$ cat config.mk
export PLATFORM = sky130hd
export DESIGN_NAME = mv_device_flat
export DESIGN_NICKNAME = d
export VERILOG_FILES = /design/src/design/mv_pkg.sv /design/src/design/mv_link_if.sv /design/src/design/mv_device.sv /design/src/flat_wrapper.sv
export VERILOG_INCLUDE_DIRS = /design/src /design/src/design
export SDC_FILE = /design/constraint.sdc
export NUM_CORES = 1
export LEC_CHECK = 0
export ABC_AREA = 1
export BUFFER_PORTS_ARGS = -buffer_cell sky130_fd_sc_hd__buf_2
export CORE_MARGIN = 10
export CORE_UTILIZATION = 55
export DETAILED_ROUTE_END_ITERATION = 10
export PLACE_DENSITY = 0.76
export RECOVER_POWER = 25
export SLEW_MARGIN = 20
export SYNTH_ARGS = -nofsm -noshare
export SYNTH_HDL_FRONTEND = slang
export SYNTH_SLANG_ARGS = --single-unit
$ cat constraint.sdc
create_clock -name CLK -period 4.4 [get_ports CLK]
set_input_delay 0.88 -clock CLK [delete_from_list [all_inputs] [get_ports CLK]]
set_output_delay 0.88 -clock CLK [all_outputs]
set_load 0.02 [all_outputs]
$ cat src/design/mv_regs.svh
// Purpose: named constants shared by both ends of the multivibrator link
// Assumes: included by bare name from the device and partner design files
// Notes:   widths, counts and reset values only; the logic still holds bare figures such as 1
`ifndef MV_REGS_SVH
`define MV_REGS_SVH

// ****************************************************************
// widths
// ****************************************************************
`define MV_CNT_W_DEF     32'h0000_0010
`define MV_DIV_W_DEF     32'h0000_0008
`define MV_CNT_W_MIN     32'h0000_0002
`define MV_CNT_W_MAX     32'h0000_0020

// ****************************************************************
// timing counts, in clock cycles
// ****************************************************************
`define MV_MIN_HALF      32'h0000_0002
`define MV_POR_HOLD      32'h0000_0008

// ****************************************************************
// reset values of edge history and abort clear
// ****************************************************************
`define MV_RISE_PREV_RST 1'b1
`define MV_FALL_PREV_RST 1'b0
`define MV_EXT_PREV_RST  1'b1
`define MV_ABORT_RST     1'b1

`endif

$ cat src/design/mv_pkg.sv
// Purpose: types shared by both ends of the multivibrator link
// Assumes: nothing beyond the constants header
// Notes:   state codes are written out in binary
package mv_pkg;

  // ****************************************************************
  // device states
  // ****************************************************************
  typedef enum logic [1:0] {
    ST_IDLE    = 2'b00,
    ST_ASTABLE = 2'b01,
    ST_ONESHOT = 2'b10
  } dev_state_t;

  // ****************************************************************
  // partner states
  // ****************************************************************
  typedef enum logic [1:0] {
    PS_POR   = 2'b00,
    PS_READY = 2'b01,
    PS_LONG  = 2'b10
  } ptn_state_t;

endpackage

$ cat src/design/mv_link_if.sv
// Purpose: pin-level link between the multivibrator and its partner
// Assumes: single clock, all pins driven from flip-flops
// Notes:   no two-way pins, so no enables are needed
`timescale 1ns/1ps

interface mv_link_if;
  // ****************************************************************
  // partner to device
  // ****************************************************************
  logic free_run_enable;
  logic free_run_enable_n;
  logic rise_fire_input;
  logic fall_fire_input;
  logic pulse_extend_input;
  logic pulse_abort_clear;
  // ****************************************************************
  // device to partner
  // ****************************************************************
  logic pulse_out;
  logic pulse_out_n;
  logic double_rate_out;

  modport dev (
    input  free_run_enable,
    input  free_run_enable_n,
    input  rise_fire_input,
    input  fall_fire_input,
    input  pulse_extend_input,
    input  pulse_abort_clear,
    output pulse_out,
    output pulse_out_n,
    output double_rate_out
  );

  modport ptn (
    output free_run_enable,
    output free_run_enable_n,
    output rise_fire_input,
    output fall_fire_input,
    output pulse_extend_input,
    output pulse_abort_clear,
    input  pulse_out,
    input  pulse_out_n,
    input  double_rate_out
  );
endinterface // mv_link_if

$ cat src/design/mv_device.sv
// Purpose: one-shot / free-running multivibrator timed by a cycle count
// Assumes: link inputs synchronous to CLK; partner clears after power-up
// Notes:   every output is one flip-flop away from its cause
`timescale 1ns/1ps
`include "mv_regs.svh"

module mv_device
  import mv_pkg::*;
#(
  parameter int CNT_W = `MV_CNT_W_DEF
) (
  // clock and reset
  input  wire logic             CLK,
  input  wire logic             SYS_RST,
  // link to partner
  mv_link_if.dev                LINK,
  // timing
  input  wire logic [CNT_W-1:0] HALF_COUNT,
  // status
  output logic                  ONESHOT_BUSY,
  output logic                  ASTABLE_RUN,
  output logic                  TRIG_IGNORED
);

  // ****************************************************************
  // elaboration checks
  // ****************************************************************
  if (CNT_W < `MV_CNT_W_MIN || CNT_W > `MV_CNT_W_MAX) begin : g_bad_w
    $error("mv_device: CNT_W out of range");
  end

  localparam logic [CNT_W-1:0] MIN_HALF = CNT_W'(`MV_MIN_HALF);
  localparam logic [CNT_W-1:0] ONE      = CNT_W'(1);

  // ****************************************************************
  // declarations
  // ****************************************************************
  dev_state_t       state_q;
  dev_state_t       state_d;
  logic [CNT_W-1:0] cnt_q;
  logic [CNT_W-1:0] cnt_d;
  logic             pulse_q;
  logic             pulse_d;
  logic             pulse_n_q;
  logic             dbl_q;
  logic             dbl_d;
  logic             rise_prev_q;
  logic             fall_prev_q;
  logic             ext_prev_q;
  logic             busy_q;
  logic             run_q;
  logic             ign_q;
  logic             ign_d;
  logic [CNT_W-1:0] eff_half;
  logic [CNT_W-1:0] dbl_split;
  logic             gate_on;
  logic             fire;
  logic             retrig;
  logic             last;
  logic             abort;

  // ****************************************************************
  // input decode
  // ****************************************************************
  // counts below the floor would leave no room for the double-rate split
  assign eff_half  = (HALF_COUNT < MIN_HALF) ? MIN_HALF : HALF_COUNT;
  assign dbl_split = eff_half >> 1;
  assign last      = (cnt_q == eff_half - ONE);

  // either polarity of gate runs the oscillator
  assign gate_on = LINK.free_run_enable | ~LINK.free_run_enable_n;

  // edges only: trigger level or duration never reaches the timer
  assign fire = (LINK.rise_fire_input & ~rise_prev_q)
              | (~LINK.fall_fire_input & fall_prev_q);
  assign retrig = LINK.pulse_extend_input & ~ext_prev_q;
  assign abort  = LINK.pulse_abort_clear;

  // ****************************************************************
  // edge history
  // ****************************************************************
  always_ff @(posedge CLK) begin
    if (SYS_RST) begin
      rise_prev_q <= `MV_RISE_PREV_RST;
      fall_prev_q <= `MV_FALL_PREV_RST;
      ext_prev_q  <= `MV_EXT_PREV_RST;
    end else begin
      rise_prev_q <= LINK.rise_fire_input;
      fall_prev_q <= LINK.fall_fire_input;
      ext_prev_q  <= LINK.pulse_extend_input;
    end
  end

  // ****************************************************************
  // timer next state
  // ****************************************************************
  always_comb begin
    state_d = state_q;
    cnt_d   = cnt_q;
    pulse_d = pulse_q;
    ign_d   = 1'b0;
    unique case (state_q)
      ST_IDLE: begin
        pulse_d = 1'b0;
        cnt_d   = '0;
        if (fire) begin
          state_d = ST_ONESHOT;
          pulse_d = 1'b1;
        end else if (gate_on) begin
          state_d = ST_ASTABLE;
          pulse_d = 1'b1;
        end
      end
      ST_ASTABLE: begin
        if (fire) begin
          state_d = ST_ONESHOT;
          cnt_d   = '0;
          pulse_d = 1'b1;
        end else if (!gate_on) begin
          state_d = ST_IDLE;
          cnt_d   = '0;
          pulse_d = 1'b0;
        end else if (last) begin
          cnt_d   = '0;
          pulse_d = ~pulse_q;
        end else begin
          cnt_d = cnt_q + ONE;
        end
      end
      ST_ONESHOT: begin
        if (retrig) begin
          cnt_d   = '0;
          pulse_d = 1'b1;
        end else if (last) begin
          state_d = ST_IDLE;
          cnt_d   = '0;
          pulse_d = 1'b0;
        end else begin
          cnt_d = cnt_q + ONE;
        end
        // without the extend input a new edge cannot stretch the pulse
        ign_d = fire & ~retrig;
      end
      default: begin
        state_d = ST_IDLE;
        cnt_d   = '0;
        pulse_d = 1'b0;
      end
    endcase
    if (abort) begin
      state_d = ST_IDLE;
      cnt_d   = '0;
      pulse_d = 1'b0;
      ign_d   = 1'b0;
    end
    // high over the first part of each half-period; duty is uneven on odd
    dbl_d = (state_d != ST_IDLE) && (cnt_d < dbl_split);
  end

  // ****************************************************************
  // timer registers
  // ****************************************************************
  always_ff @(posedge CLK) begin
    if (SYS_RST) begin
      state_q   <= ST_IDLE;
      cnt_q     <= '0;
      pulse_q   <= 1'b0;
      pulse_n_q <= 1'b1;
      dbl_q     <= 1'b0;
      busy_q    <= 1'b0;
      run_q     <= 1'b0;
      ign_q     <= 1'b0;
    end else begin
      state_q   <= state_d;
      cnt_q     <= cnt_d;
      pulse_q   <= pulse_d;
      pulse_n_q <= ~pulse_d;
      dbl_q     <= dbl_d;
      busy_q    <= (state_d == ST_ONESHOT);
      run_q     <= (state_d == ST_ASTABLE);
      ign_q     <= ign_d;
    end
  end

  // ****************************************************************
  // outputs
  // ****************************************************************
  assign LINK.pulse_out       = pulse_q;
  assign LINK.pulse_out_n     = pulse_n_q;
  assign LINK.double_rate_out = dbl_q;
  assign ONESHOT_BUSY         = busy_q;
  assign ASTABLE_RUN          = run_q;
  assign TRIG_IGNORED         = ign_q;

endmodule // mv_device

$ cat src/flat_wrapper.sv
// flat-port wrapper written by rule: the top's interface ports become plain ports
module mv_device_flat import mv_pkg::*;
#(
  parameter int CNT_W = `MV_CNT_W_DEF
)
  (CLK, SYS_RST, HALF_COUNT, ONESHOT_BUSY, ASTABLE_RUN, TRIG_IGNORED, LINK_free_run_enable, LINK_free_run_enable_n, LINK_rise_fire_input, LINK_fall_fire_input, LINK_pulse_extend_input, LINK_pulse_abort_clear, LINK_pulse_out, LINK_pulse_out_n, LINK_double_rate_out);
  mv_link_if LINK_i ();
  input  wire logic CLK;
  input  wire logic SYS_RST;
  input  wire logic [CNT_W-1:0] HALF_COUNT;
  output logic ONESHOT_BUSY;
  output logic ASTABLE_RUN;
  output logic TRIG_IGNORED;
  input wire logic [$bits(LINK_i.free_run_enable)-1:0] LINK_free_run_enable;
  input wire logic [$bits(LINK_i.free_run_enable_n)-1:0] LINK_free_run_enable_n;
  input wire logic [$bits(LINK_i.rise_fire_input)-1:0] LINK_rise_fire_input;
  input wire logic [$bits(LINK_i.fall_fire_input)-1:0] LINK_fall_fire_input;
  input wire logic [$bits(LINK_i.pulse_extend_input)-1:0] LINK_pulse_extend_input;
  input wire logic [$bits(LINK_i.pulse_abort_clear)-1:0] LINK_pulse_abort_clear;
  output wire logic [$bits(LINK_i.pulse_out)-1:0] LINK_pulse_out;
  output wire logic [$bits(LINK_i.pulse_out_n)-1:0] LINK_pulse_out_n;
  output wire logic [$bits(LINK_i.double_rate_out)-1:0] LINK_double_rate_out;
  assign LINK_i.free_run_enable = LINK_free_run_enable;
  assign LINK_i.free_run_enable_n = LINK_free_run_enable_n;
  assign LINK_i.rise_fire_input = LINK_rise_fire_input;
  assign LINK_i.fall_fire_input = LINK_fall_fire_input;
  assign LINK_i.pulse_extend_input = LINK_pulse_extend_input;
  assign LINK_i.pulse_abort_clear = LINK_pulse_abort_clear;
  assign LINK_pulse_out = LINK_i.pulse_out;
  assign LINK_pulse_out_n = LINK_i.pulse_out_n;
  assign LINK_double_rate_out = LINK_i.double_rate_out;
  mv_device #(.CNT_W(CNT_W)) u_core (.CLK(CLK), .SYS_RST(SYS_RST), .LINK(LINK_i), .HALF_COUNT(HALF_COUNT), .ONESHOT_BUSY(ONESHOT_BUSY), .ASTABLE_RUN(ASTABLE_RUN), .TRIG_IGNORED(TRIG_IGNORED));
endmodule
==> results.ini, run 1 <==
[worst_hold_path]
hold_path_class=flop to flop

[synth]
post_synth_main_area_contributors=dfxtp_1 22%, nand2_1 11%, ha_1 11%, inv_1 9.0%, nor2_1 8.6%
synthesis.nets=427
yosys_warnings=0
synth.avg_cell_area_um2=6.54
synth_seq_cells=27
synth_cell_types=39
synthDominantAreaCellType=dfxtp_1
share_of_the_synthesized_area_in_the_top_cell_type=0.216
synth_area_mm2=0.00250
yosysSeqAreaShare=0.216
synth_cells=382

[timing]
setup_viol=0
final-hold-violation-count=0
setup_total_negative_slack_ps=0
final_worst_path_setup_slack_ps=255
post-route-period-util=0.942
maxSlewViolCount=0
fin_crit_ps=4150
max-slew-margin-rel=0.256
timing.clock.skew_ps=3.49
clock.fmax_mhz=241
worst_slew_pin_slew_ps=1120

[power]
switching_power_uw=161
seq_power_share=0.479
relative_contribution_of_combinational_cells_to_total_power=0.246
p_clk_frac=0.275
power.leakage_nw=1.34
vdd.ir_drop.worst_v=0.000164
switching_share=0.306
power_per_cell_area_mw_per_mm2=174
internal-power_uw=365
total_power_uw=526

[worst_setup_path]
critPathMaxStageDelay_ps=310
critical_path_at_ps=4360
crit_path_start_kind=input port
setup.worst_path.end_class=flop
crit_path_frequent_cell=nor2_1
cp_top_family=simple AND/OR/NAND/NOR gates
path_buf_inv=3
crit_path_max_fanout=8
slowest_stage=ha_2
required_worst_endpoint_ps=4610
critical_path_class=input port to flop

[cells_and_area]
multi_input_area_mm2=0.00181
finalInstanceArea_mm2=0.00302
antenna-diode-count=0
area_growth_syn_to_layout_pct=21.0
seq_area_um2=541
fraction_of_final_layout_cells_sized_beyond_drive_strength_1=0.234
stdcell_count=487
filler_cell_count=381
nNetsFinal=481

[cts]
clockBufferDepth=2
tritoncts.num_buffers=3
h_tree_lvl_count=1
insertion_delay_ps=280
cts.clk_slew.worst_paths_ps=100
root_buffer=clkbuf_8
cts.sinks=27
tritoncts=yes
holdBufCountCts=0

[place]
gp_congestion=1.02
place_area_mm2=0.00283
dp.final_hpwl_mm=5.31
post-place-ws_ps=-129
port_buffers=29
place.detailed.instances=477

[floorplan]
chipHeight_um=87.4
std_cell_rows=24
design.portCount=30
initial_utilization=0.570
placeableCoreArea_mm2=0.00438
fp.dieW_um=87.4
die-area_mm2=0.00764

[route]
routed_wire_length_per_instance_um=13.2
wirelength_mm=6.43
drtAntennaViolNets=0
detail_route.first_pass.iterations=4
drt_iter0_drc=101
routed-via-count=2535
drc_errors=0
detail_route.vias_per_cell=5.21

[grt]
globalRoute.totalOverflow=0
first_global_vias=2403
global_route_wire_length_before_repair_mm=10.3
pin_count_of_the_biggest_net_entering_global_routing=26
antenna_violations_before_repair=0
grtUsageTotal=0.163

[status]
run_status=finished, final reports clean

[run]
maxCapViolCount=0

==> synth_stat cells <==
| library cell | instances |
|---|---|
| o211ai_1 | 1 |
| nand3_1 | 22 |
| nor4_1 | 2 |
| nor2_2 | 5 |
| o21ai_1 | 3 |
| nor3_2 | 1 |
| ha_1 | 21 |
| nand2_1 | 76 |
| nand4_1 | 9 |
| nor3_1 | 21 |
| nor2_1 | 57 |
| inv_1 | 60 |
| nand2_2 | 6 |
| buf_4 | 2 |
| buf_2 | 1 |
| nor2_4 | 4 |
| xor2_2 | 1 |
| and3_1 | 1 |
| nand3b_2 | 1 |
| a21boi_0 | 1 |
| clkbuf_1 | 1 |
| or2_1 | 1 |
| a21oi_1 | 9 |
| or2_2 | 2 |
| o21ai_0 | 6 |
| dfxtp_1 | 27 |
| a211oi_1 | 2 |
| buf_6 | 1 |
| o2111ai_1 | 1 |
| xnor2_1 | 11 |
| nand3_4 | 1 |
| nor2b_1 | 1 |
| o22ai_1 | 2 |
| nand3_2 | 4 |
| nor3b_1 | 1 |
| nand4_2 | 1 |
| nor3_4 | 1 |
| xor2_1 | 13 |
| nand2_4 | 2 |
==> layout make-up <==
type,instances,share of cell area
multi-input combinational,290,0.600
clock buffer,3,0.0137
inverter,60,0.0745
clock inverter,1,0.00248
sequential,27,0.179
timing repair buffer,54,0.109
tap,52,0.0215
==> repair_timing <==
| item | in CTS | in global routing |
|---|---|---|
| endpoints found under the setup margin | 0 | 1 |
| gates resized for setup | 0 | 28 |
| buffers inserted | 0 | 7 |
| hold endpoints to repair | 0 | 0 |
==> sequential cells by signal, indices dropped and copies added, names as in the netlist <==
| name | count |
|---|---|
| u_core.cnt_q | 16 |
| u_core.state_q | 2 |
| u_core.ASTABLE_RUN | 1 |
| u_core.LINK.double_rate_out | 1 |
| u_core.LINK.pulse_out | 1 |
| u_core.LINK.pulse_out_n | 1 |
| u_core.ONESHOT_BUSY | 1 |
| u_core.TRIG_IGNORED | 1 |
| u_core.ext_prev_q | 1 |
| u_core.fall_prev_q | 1 |
| u_core.rise_prev_q | 1 |
==> power groups by stage <==
stage	clock network (mW)	registers, mW	logic (mW)
2_1_floorplan	0	0.261	0.0697
3_3_place_gp	0	0.257	0.115
3_5_place_dp	0	0.258	0.117
4_1_cts	0.149	0.252	0.118
5_1_grt	0.156	0.253	0.144
6_report	0.145	0.252	0.130
==> worst register-to-register path: cells and delay by family (launching register included) <==
family | cells | cell delay, ps
flops | 1 | 420
xor+xnor | 1 | 190
simple gates | 15 | 1580
buf+inv | 6 | 360
fa+ha+maj | 2 | 520
==> final timing paths <==
| path | from | to | slack, ps | cells past startpoint |
|---|---|---|---|---|
| hold / removal | u_core.cnt_q[0] | u_core.cnt_q[0] | 650 | 3 |
| hold reg to reg | u_core.cnt_q[0] | u_core.cnt_q[0] | 650 | 3 |
| setup / recovery | HALF_COUNT[6] | u_core.LINK.double_rate_out | 250 | 27 |
| setup reg to reg | u_core.cnt_q[0] | u_core.LINK.double_rate_out | 1200 | 24 |
==> cells in the final DEF (no fill, tap or decap), types with 10 or more instances in the layout <==
| master | instances |
|---|---|
| nor2_1 | 51 |
| nor3_1 | 20 |
| nand2_1 | 72 |
| xor2_1 | 13 |
| buf_4 | 24 |
| dfxtp_1 | 27 |
| inv_1 | 60 |
| xnor2_1 | 10 |
| nand2_2 | 10 |
| ha_1 | 19 |
| nand3_1 | 22 |
| buf_2 | 24 |
==> routing by layer <==
metal / GRT usage / up-vias / share of wire
met1: 0.206 / 1134 / 0.45
met3: 0.0281 / 9 / 0.064
li1: - / 1323 / -
met5: 0 / - / 0
met2: 0.274 / 69 / 0.47
met4: 0.0478 / 0 / 0.016
==> cells by family after synthesis <==
logic type | synth area share
xor gates and xnor gates | 0.0907
AOI/OAI and AO/OA | 0.0566
and+or+nand+nor | 0.427
buffers and inverters | 0.104
adders and majority gates | 0.105
DFF | 0.216
==> per-stage QoR <==
stage	hold slack, ps	util
global placement	596	0.645
detailed placement	627	0.645
floorplan	555	-
global route	686	0.689
finish	646	0.689
CTS	642	0.656
No activity file was read; power rests on OpenSTA's default activity.
==> inputs of run 2 (changes only) <==
Settings changed: ABC_AREA 1 to not set.
==> results.ini, run 2 <==
[worst_setup_path]
cp_top_family=compound AO/OA/AOI/OAI gates
critPathMaxStageDelay_ps=530
path_buf_inv=3
crit_path_max_fanout=6
critical_path_class=input port to flop
crit_path_start_kind=input port
setup.worst_path.end_class=flop
crit_path_cell_trace=buf_2, or4_4, nand4b_1, nand2_1, ha_4, nor4b_4, and3_1, a211oi_1, o31ai_2, o211ai_1, o21a_2, buf_4, buf_4, nor2b_1, ha_1, a21o_1, a211oi_1, o21ai_0, a211o_1, a221oi_2
critical_path_at_ps=5010
required_worst_endpoint_ps=4600
slowest_stage=or4_4

[timing]
worst_slew_pin_slew_ps=438
post-route-period-util=1.09
final-hold-violation-count=0
max-slew-margin-rel=0.700
setup_viol=1
maxSlewViolCount=0
clock.fmax_mhz=208
hold_ws_ps=576
fin_crit_ps=4810
final_worst_path_setup_slack_ps=-413
timing.clock.skew_ps=3.28
unrepaired_setup_endpoints_after_global_routing=true

[route]
drtAntennaViolNets=0
detail_route.vias_per_cell=5.69
routed-via-count=2327
drt_iter0_drc=116
detail_route.first_pass.iterations=5
drc_errors=0
routed_wire_length_per_instance_um=14.8
wirelength_mm=6.07

[cells_and_area]
area_growth_syn_to_layout_pct=24.2
nNetsFinal=405
antenna-diode-count=0
mostFrequentLayoutCell=nor2_1
largestRegisters=u_core.cnt_q (16), u_core.state_q (2)
fin_util=0.713
final_cell_mix=35 x nor2_1, 34 x buf_4, 27 x dfxtp_1
largest_register=u_core.cnt_q
max_reg_flops=16
fraction_of_final_layout_cells_sized_beyond_drive_strength_1=0.234
finalInstanceArea_mm2=0.00289

[power]
relative_contribution_of_combinational_cells_to_total_power=0.238
total_power_uw=522
switching_share=0.291
seq_power_share=0.483
power_per_cell_area_mw_per_mm2=180
vdd.ir_drop.worst_v=0.000148
power.leakage_nw=1.27
internal-power_uw=370
p_clk_frac=0.279
switching_power_uw=152

[cts]
insertion_delay_ps=280
tritoncts.num_buffers=3
cts.clk_slew.worst_paths_ps=100
holdBufCountCts=0
clockBufferDepth=2
h_tree_lvl_count=1
tritoncts=yes
cts.sinks=27
root_buffer=clkbuf_8

[status]
run_status=complete, but fails checks
failed_checks=setup timing

[synth]
post_synthesis_compound_gate_area_fraction=0.162
synth_cell_types=55
yosys_warnings=0
synth_async_sr_flop_share=0
synthesis.nets=345
synth_seq_cells=27
share_of_the_synthesized_area_in_the_top_cell_type=0.232
synthTopCellsByCount=35 x nor2_1, 27 x dfxtp_1, 23 x inv_1, 21 x ha_1, 18 x nand2_1
synth_enable_flop_cells=0
largest_family_of_logic_cells_by_synthesized_area=simple AND/OR/NAND/NOR gates
multiplexer_fraction_of_the_synthesized_cell_area=0.00430
synthDominantAreaCellType=dfxtp_1
yosysSeqAreaShare=0.232
synth_top_flop_cell=dfxtp_1
synth_area_mm2=0.00233
synthAdderAreaFrac=0.113
synth.avg_cell_area_um2=7.76
post_synth_xor_area_fraction=0.113
synth-simple-area-share=0.323
post_synth_main_area_contributors=dfxtp_1 23%, ha_1 11%, xnor2_1 6.0%, nor2_1 5.6%, xor2_1 5.3%
synth_cells=300
post-synth-top-count-cell=nor2_1

[worst_hold_path]
hold_path_class=flop to flop

[place]
post-place-ws_ps=-848
gp_congestion=0.918
port_buffers=29
place_area_mm2=0.00277
dp.final_hpwl_mm=4.95

[floorplan]
initial_utilization=0.574
die-area_mm2=0.00724
std_cell_rows=23
placeableCoreArea_mm2=0.00406
fp.dieW_um=85.1
design.portCount=30
chipHeight_um=85.1

[grt]
pin_count_of_the_biggest_net_entering_global_routing=16
globalRoute.totalOverflow=0
first_global_vias=2383
grtUsageTotal=0.169
global_route_wire_length_before_repair_mm=10.6
antenna_violations_before_repair=0

[run]
maxCapViolCount=0

## run 2: per-stage QoR
stage	setup TNS, ps	std cells
6_report	-413	409
2_1_floorplan	-563	300
3_3_place_gp	-713	401
4_1_cts	-371	408
3_5_place_dp	-848	401
5_1_grt	-670	409
## run 2: layout make-up
cell class / instances / area (um^2)
clock buffer: 3 / 41.3
clock inverter: 1 / 5.00
fill: 338 / 1160
inverter: 23 / 86.3
multi-input combinational: 242 / 1760
sequential: 27 / 541
tap: 50 / 62.6
timing repair buffer: 63 / 394
## run 2: kinds of logic (layout without fill, tap and decap cells)
| logic type | count (synthesis) | in the layout |
|---|---|---|
| AO/OA/AOI/OAI | 52 | 52 |
| multiplexers | 1 | 1 |
| adder cells (fa/ha/maj) | 21 | 21 |
| flip-flops | 27 | 27 |
| XOR/XNOR | 30 | 30 |
| buffers and inverters | 31 | 90 |
| AND/OR/NAND/NOR | 138 | 138 |
## run 2: path summary, 6_finish.rpt
path	startpoint	endpoint	slack, ps	depth (start not counted)
worst max-delay path	HALF_COUNT[11]	u_core.LINK.double_rate_out	-410	20
worst min-delay path	u_core.cnt_q[0]	u_core.cnt_q[0]	580	1
worst max register to register	u_core.cnt_q[7]	u_core.LINK.double_rate_out	940	15
worst min register to register	u_core.cnt_q[0]	u_core.cnt_q[0]	580	1
## run 2: what timing repair did
item | in CTS | in global routing
gates resized for setup | 6 | 2
gates cloned | 0 | 0
pin swaps | 6 | 3
endpoints found under the setup margin | 1 | 1
buffers inserted | 3 | 1
## run 2: power by group through the flow
stage                     sequential (mW)  clock, mW  combinational [mW]
after floorplan                     0.261          0              0.0611
after global placement              0.258          0               0.117
after detailed placement            0.258          0               0.118
after CTS                           0.252      0.147               0.123
after global routing                0.253      0.160               0.138
final                               0.252      0.146               0.124
## run 2: routing by layer
metal  GRT usage  share of wire  vias to the layer above
met5           0              0                        -
met4      0.0749          0.024                        0
met3      0.0373          0.062                       18
met2       0.276           0.46                       82
li1            -              -                     1175
met1       0.207           0.46                     1052
==> inputs of run 3 (changes only) <==
Settings changed: CORE_UTILIZATION 55 to 38, PLACE_DENSITY 0.76 to not set.
==> results.ini, run 3 (synthesis gave the netlist of run 2 again) <==
[worst_setup_path]
reg2reg_depth=15
regToRegEndpoint=u_core.LINK.double_rate_out
crit_path_max_fanout=5
crit_path_frequent_cell=a21o_1
rr_startpoint=u_core.cnt_q[7]
critical_path.startpoint=HALF_COUNT[14]
slowest_stage=or4_4
required_worst_endpoint_ps=4600
critical_path_class=input port to flop
crit_path_start_kind=input port
crit_path_cell_trace=buf_2, or4_4, nand4b_1, nand2_2, ha_4, nor4b_4, a21oi_2, o21a_1, o31ai_2, o211ai_1, o21a_2, buf_6, nor2b_1, ha_1, a21o_1, a21o_1, a2111oi_4, nand2_1, a211o_1, a221oi_2
setup.worst_path.end_class=flop
timing.reg2reg.setup_slack_ps=1030
critPathMaxStageDelay_ps=550
critical_path_at_ps=5000

[status]
failed_checks=setup timing
run_status=complete, but fails checks

[timing]
maxSlewViolCount=0
unrepaired_setup_endpoints_after_global_routing=true
clock.fmax_mhz=208
final_worst_path_setup_slack_ps=-407
post-route-period-util=1.09
max-slew-margin-rel=0.743
setup_viol=5
worst_slew_pin_slew_ps=375
final-hold-violation-count=0
timing.clock.skew_ps=3.04
fin_crit_ps=4810

[run]
maxCapViolCount=0

[cts]
tritoncts=yes
clockBufferDepth=2
cts.sinks=27
cts.clk_slew.worst_paths_ps=100
h_tree_lvl_count=1
insertion_delay_ps=270
tritoncts.num_buffers=3
root_buffer=clkbuf_8

[route]
detail_route.vias_per_cell=5.25
routed-via-count=2319
drt_iter0_drc=158
met2RoutedLength_mm=3.17
drc_errors=0
routed_wire_length_per_instance_um=14.9
routedLengthMet1_mm=3.06
topRoutingLayerUsed=met4
met3_length_um=322
wirelength_mm=6.58
drtAntennaViolNets=0
detail_route.first_pass.iterations=4

[cells_and_area]
seq_area_um2=541
largest_register=u_core.cnt_q
area_growth_syn_to_layout_pct=30.5
mostFrequentLayoutCell=buf_4
multi_input_area_mm2=0.00181
filler_cell_count=565
nNetsFinal=413
final_cell_mix=41 x buf_4, 35 x nor2_1, 27 x dfxtp_1
largestRegisters=u_core.cnt_q (16), u_core.state_q (2)
max_reg_flops=16
antenna-diode-count=0
fraction_of_final_layout_cells_sized_beyond_drive_strength_1=0.286

[place]
gp_congestion=0.851
dp.final_hpwl_mm=5.24
post-place-ws_ps=-794
port_buffers=29

[power]
switching_power_uw=155
switching_share=0.291
power_per_cell_area_mw_per_mm2=175
power.leakage_nw=1.30
relative_contribution_of_combinational_cells_to_total_power=0.254
total_power_uw=532
seq_power_share=0.474
vdd.ir_drop.worst_v=0.000135
internal-power_uw=377
p_clk_frac=0.273

[grt]
global_route_wire_length_before_repair_mm=10.8
grtUsageTotal=0.131
first_global_vias=2244
pin_count_of_the_biggest_net_entering_global_routing=17
antenna_violations_before_repair=0
globalRoute.totalOverflow=0

[worst_hold_path]
min_to=u_core.cnt_q[0]
timing.hold.worst.start=u_core.cnt_q[0]
whs_path_depth=1
hold_path_class=flop to flop

[floorplan]
fp.dieW_um=98.3
placeableCoreArea_mm2=0.00592
initial_utilization=0.393
design.portCount=30
die-area_mm2=0.00966
chipHeight_um=98.3
std_cell_rows=28

## run 3: cell count changes in the layout (fill, tap and decap cells not counted), sizes merged
| cell | before | now |
|---|---|---|
| clkinvlp | 0 | 1 |
| buf | 58 | 68 |
| clkinv | 1 | 0 |
| clkbuf | 8 | 6 |
## run 3: metal layers
layer | vias to the layer above | track usage
li1 | 1189 | -
met4 | 0 | 0.0176
met1 | 1064 | 0.175
met3 | 4 | 0.0226
met2 | 62 | 0.217
met5 | - | 0
## run 3: worst max-delay path by stage
stage / to / slack (ps) / depth (start not counted)
finish: u_core.LINK.double_rate_out / -410 / 20
global route: u_core.LINK.double_rate_out / -670 / 21
CTS: u_core.LINK.double_rate_out / -390 / 20
detailed placement: u_core.LINK.double_rate_out / -790 / 20
global placement: u_core.LINK.double_rate_out / -750 / 20
floorplan: u_core.LINK.double_rate_out / -560 / 20
## run 3: cell type report
cell class,count,area share
tap,75,0.0309
clock inverter,1,0.00247
inverter,23,0.0284
clock buffer,3,0.0136
multi-input combinational,242,0.595
sequential,27,0.178
timing repair buffer,71,0.152
## run 3: stage by stage
step	cells	util	hold slack, ps	area, um^2	TNS [ps]
2_1_floorplan	300	-	466	2380	-563
3_3_place_gp	424	0.470	527	2780	-753
3_5_place_dp	424	0.470	537	2780	-819
6_report	442	0.513	554	3040	-1170
5_1_grt	442	0.513	587	3040	-2330
4_1_cts	441	0.499	561	2950	-891
## run 3: worst max-delay path: cells and delay by family
kind	cells	cell delay (ps)
buf+inv	2	220
compound gates	10	1970
simple gates	6	1490
fa+ha+maj	2	450
## run 3: power by group through the flow
stage / Combinational, mW / Sequential (mW) / Clock [mW]
CTS: 0.130 / 0.252 / 0.151
finish: 0.135 / 0.252 / 0.145
floorplan: 0.0611 / 0.261 / 0
global route: 0.149 / 0.253 / 0.157
global placement: 0.119 / 0.258 / 0
detailed placement: 0.120 / 0.258 / 0
## run 3: timing repair
action / 4_1_cts / 5_1_grt
pin swaps: 12 / 11
endpoints found under the setup margin: 1 / 6
buffers inserted: 13 / 1
hold buffers: 0 / 0
gates resized for setup: 5 / 16
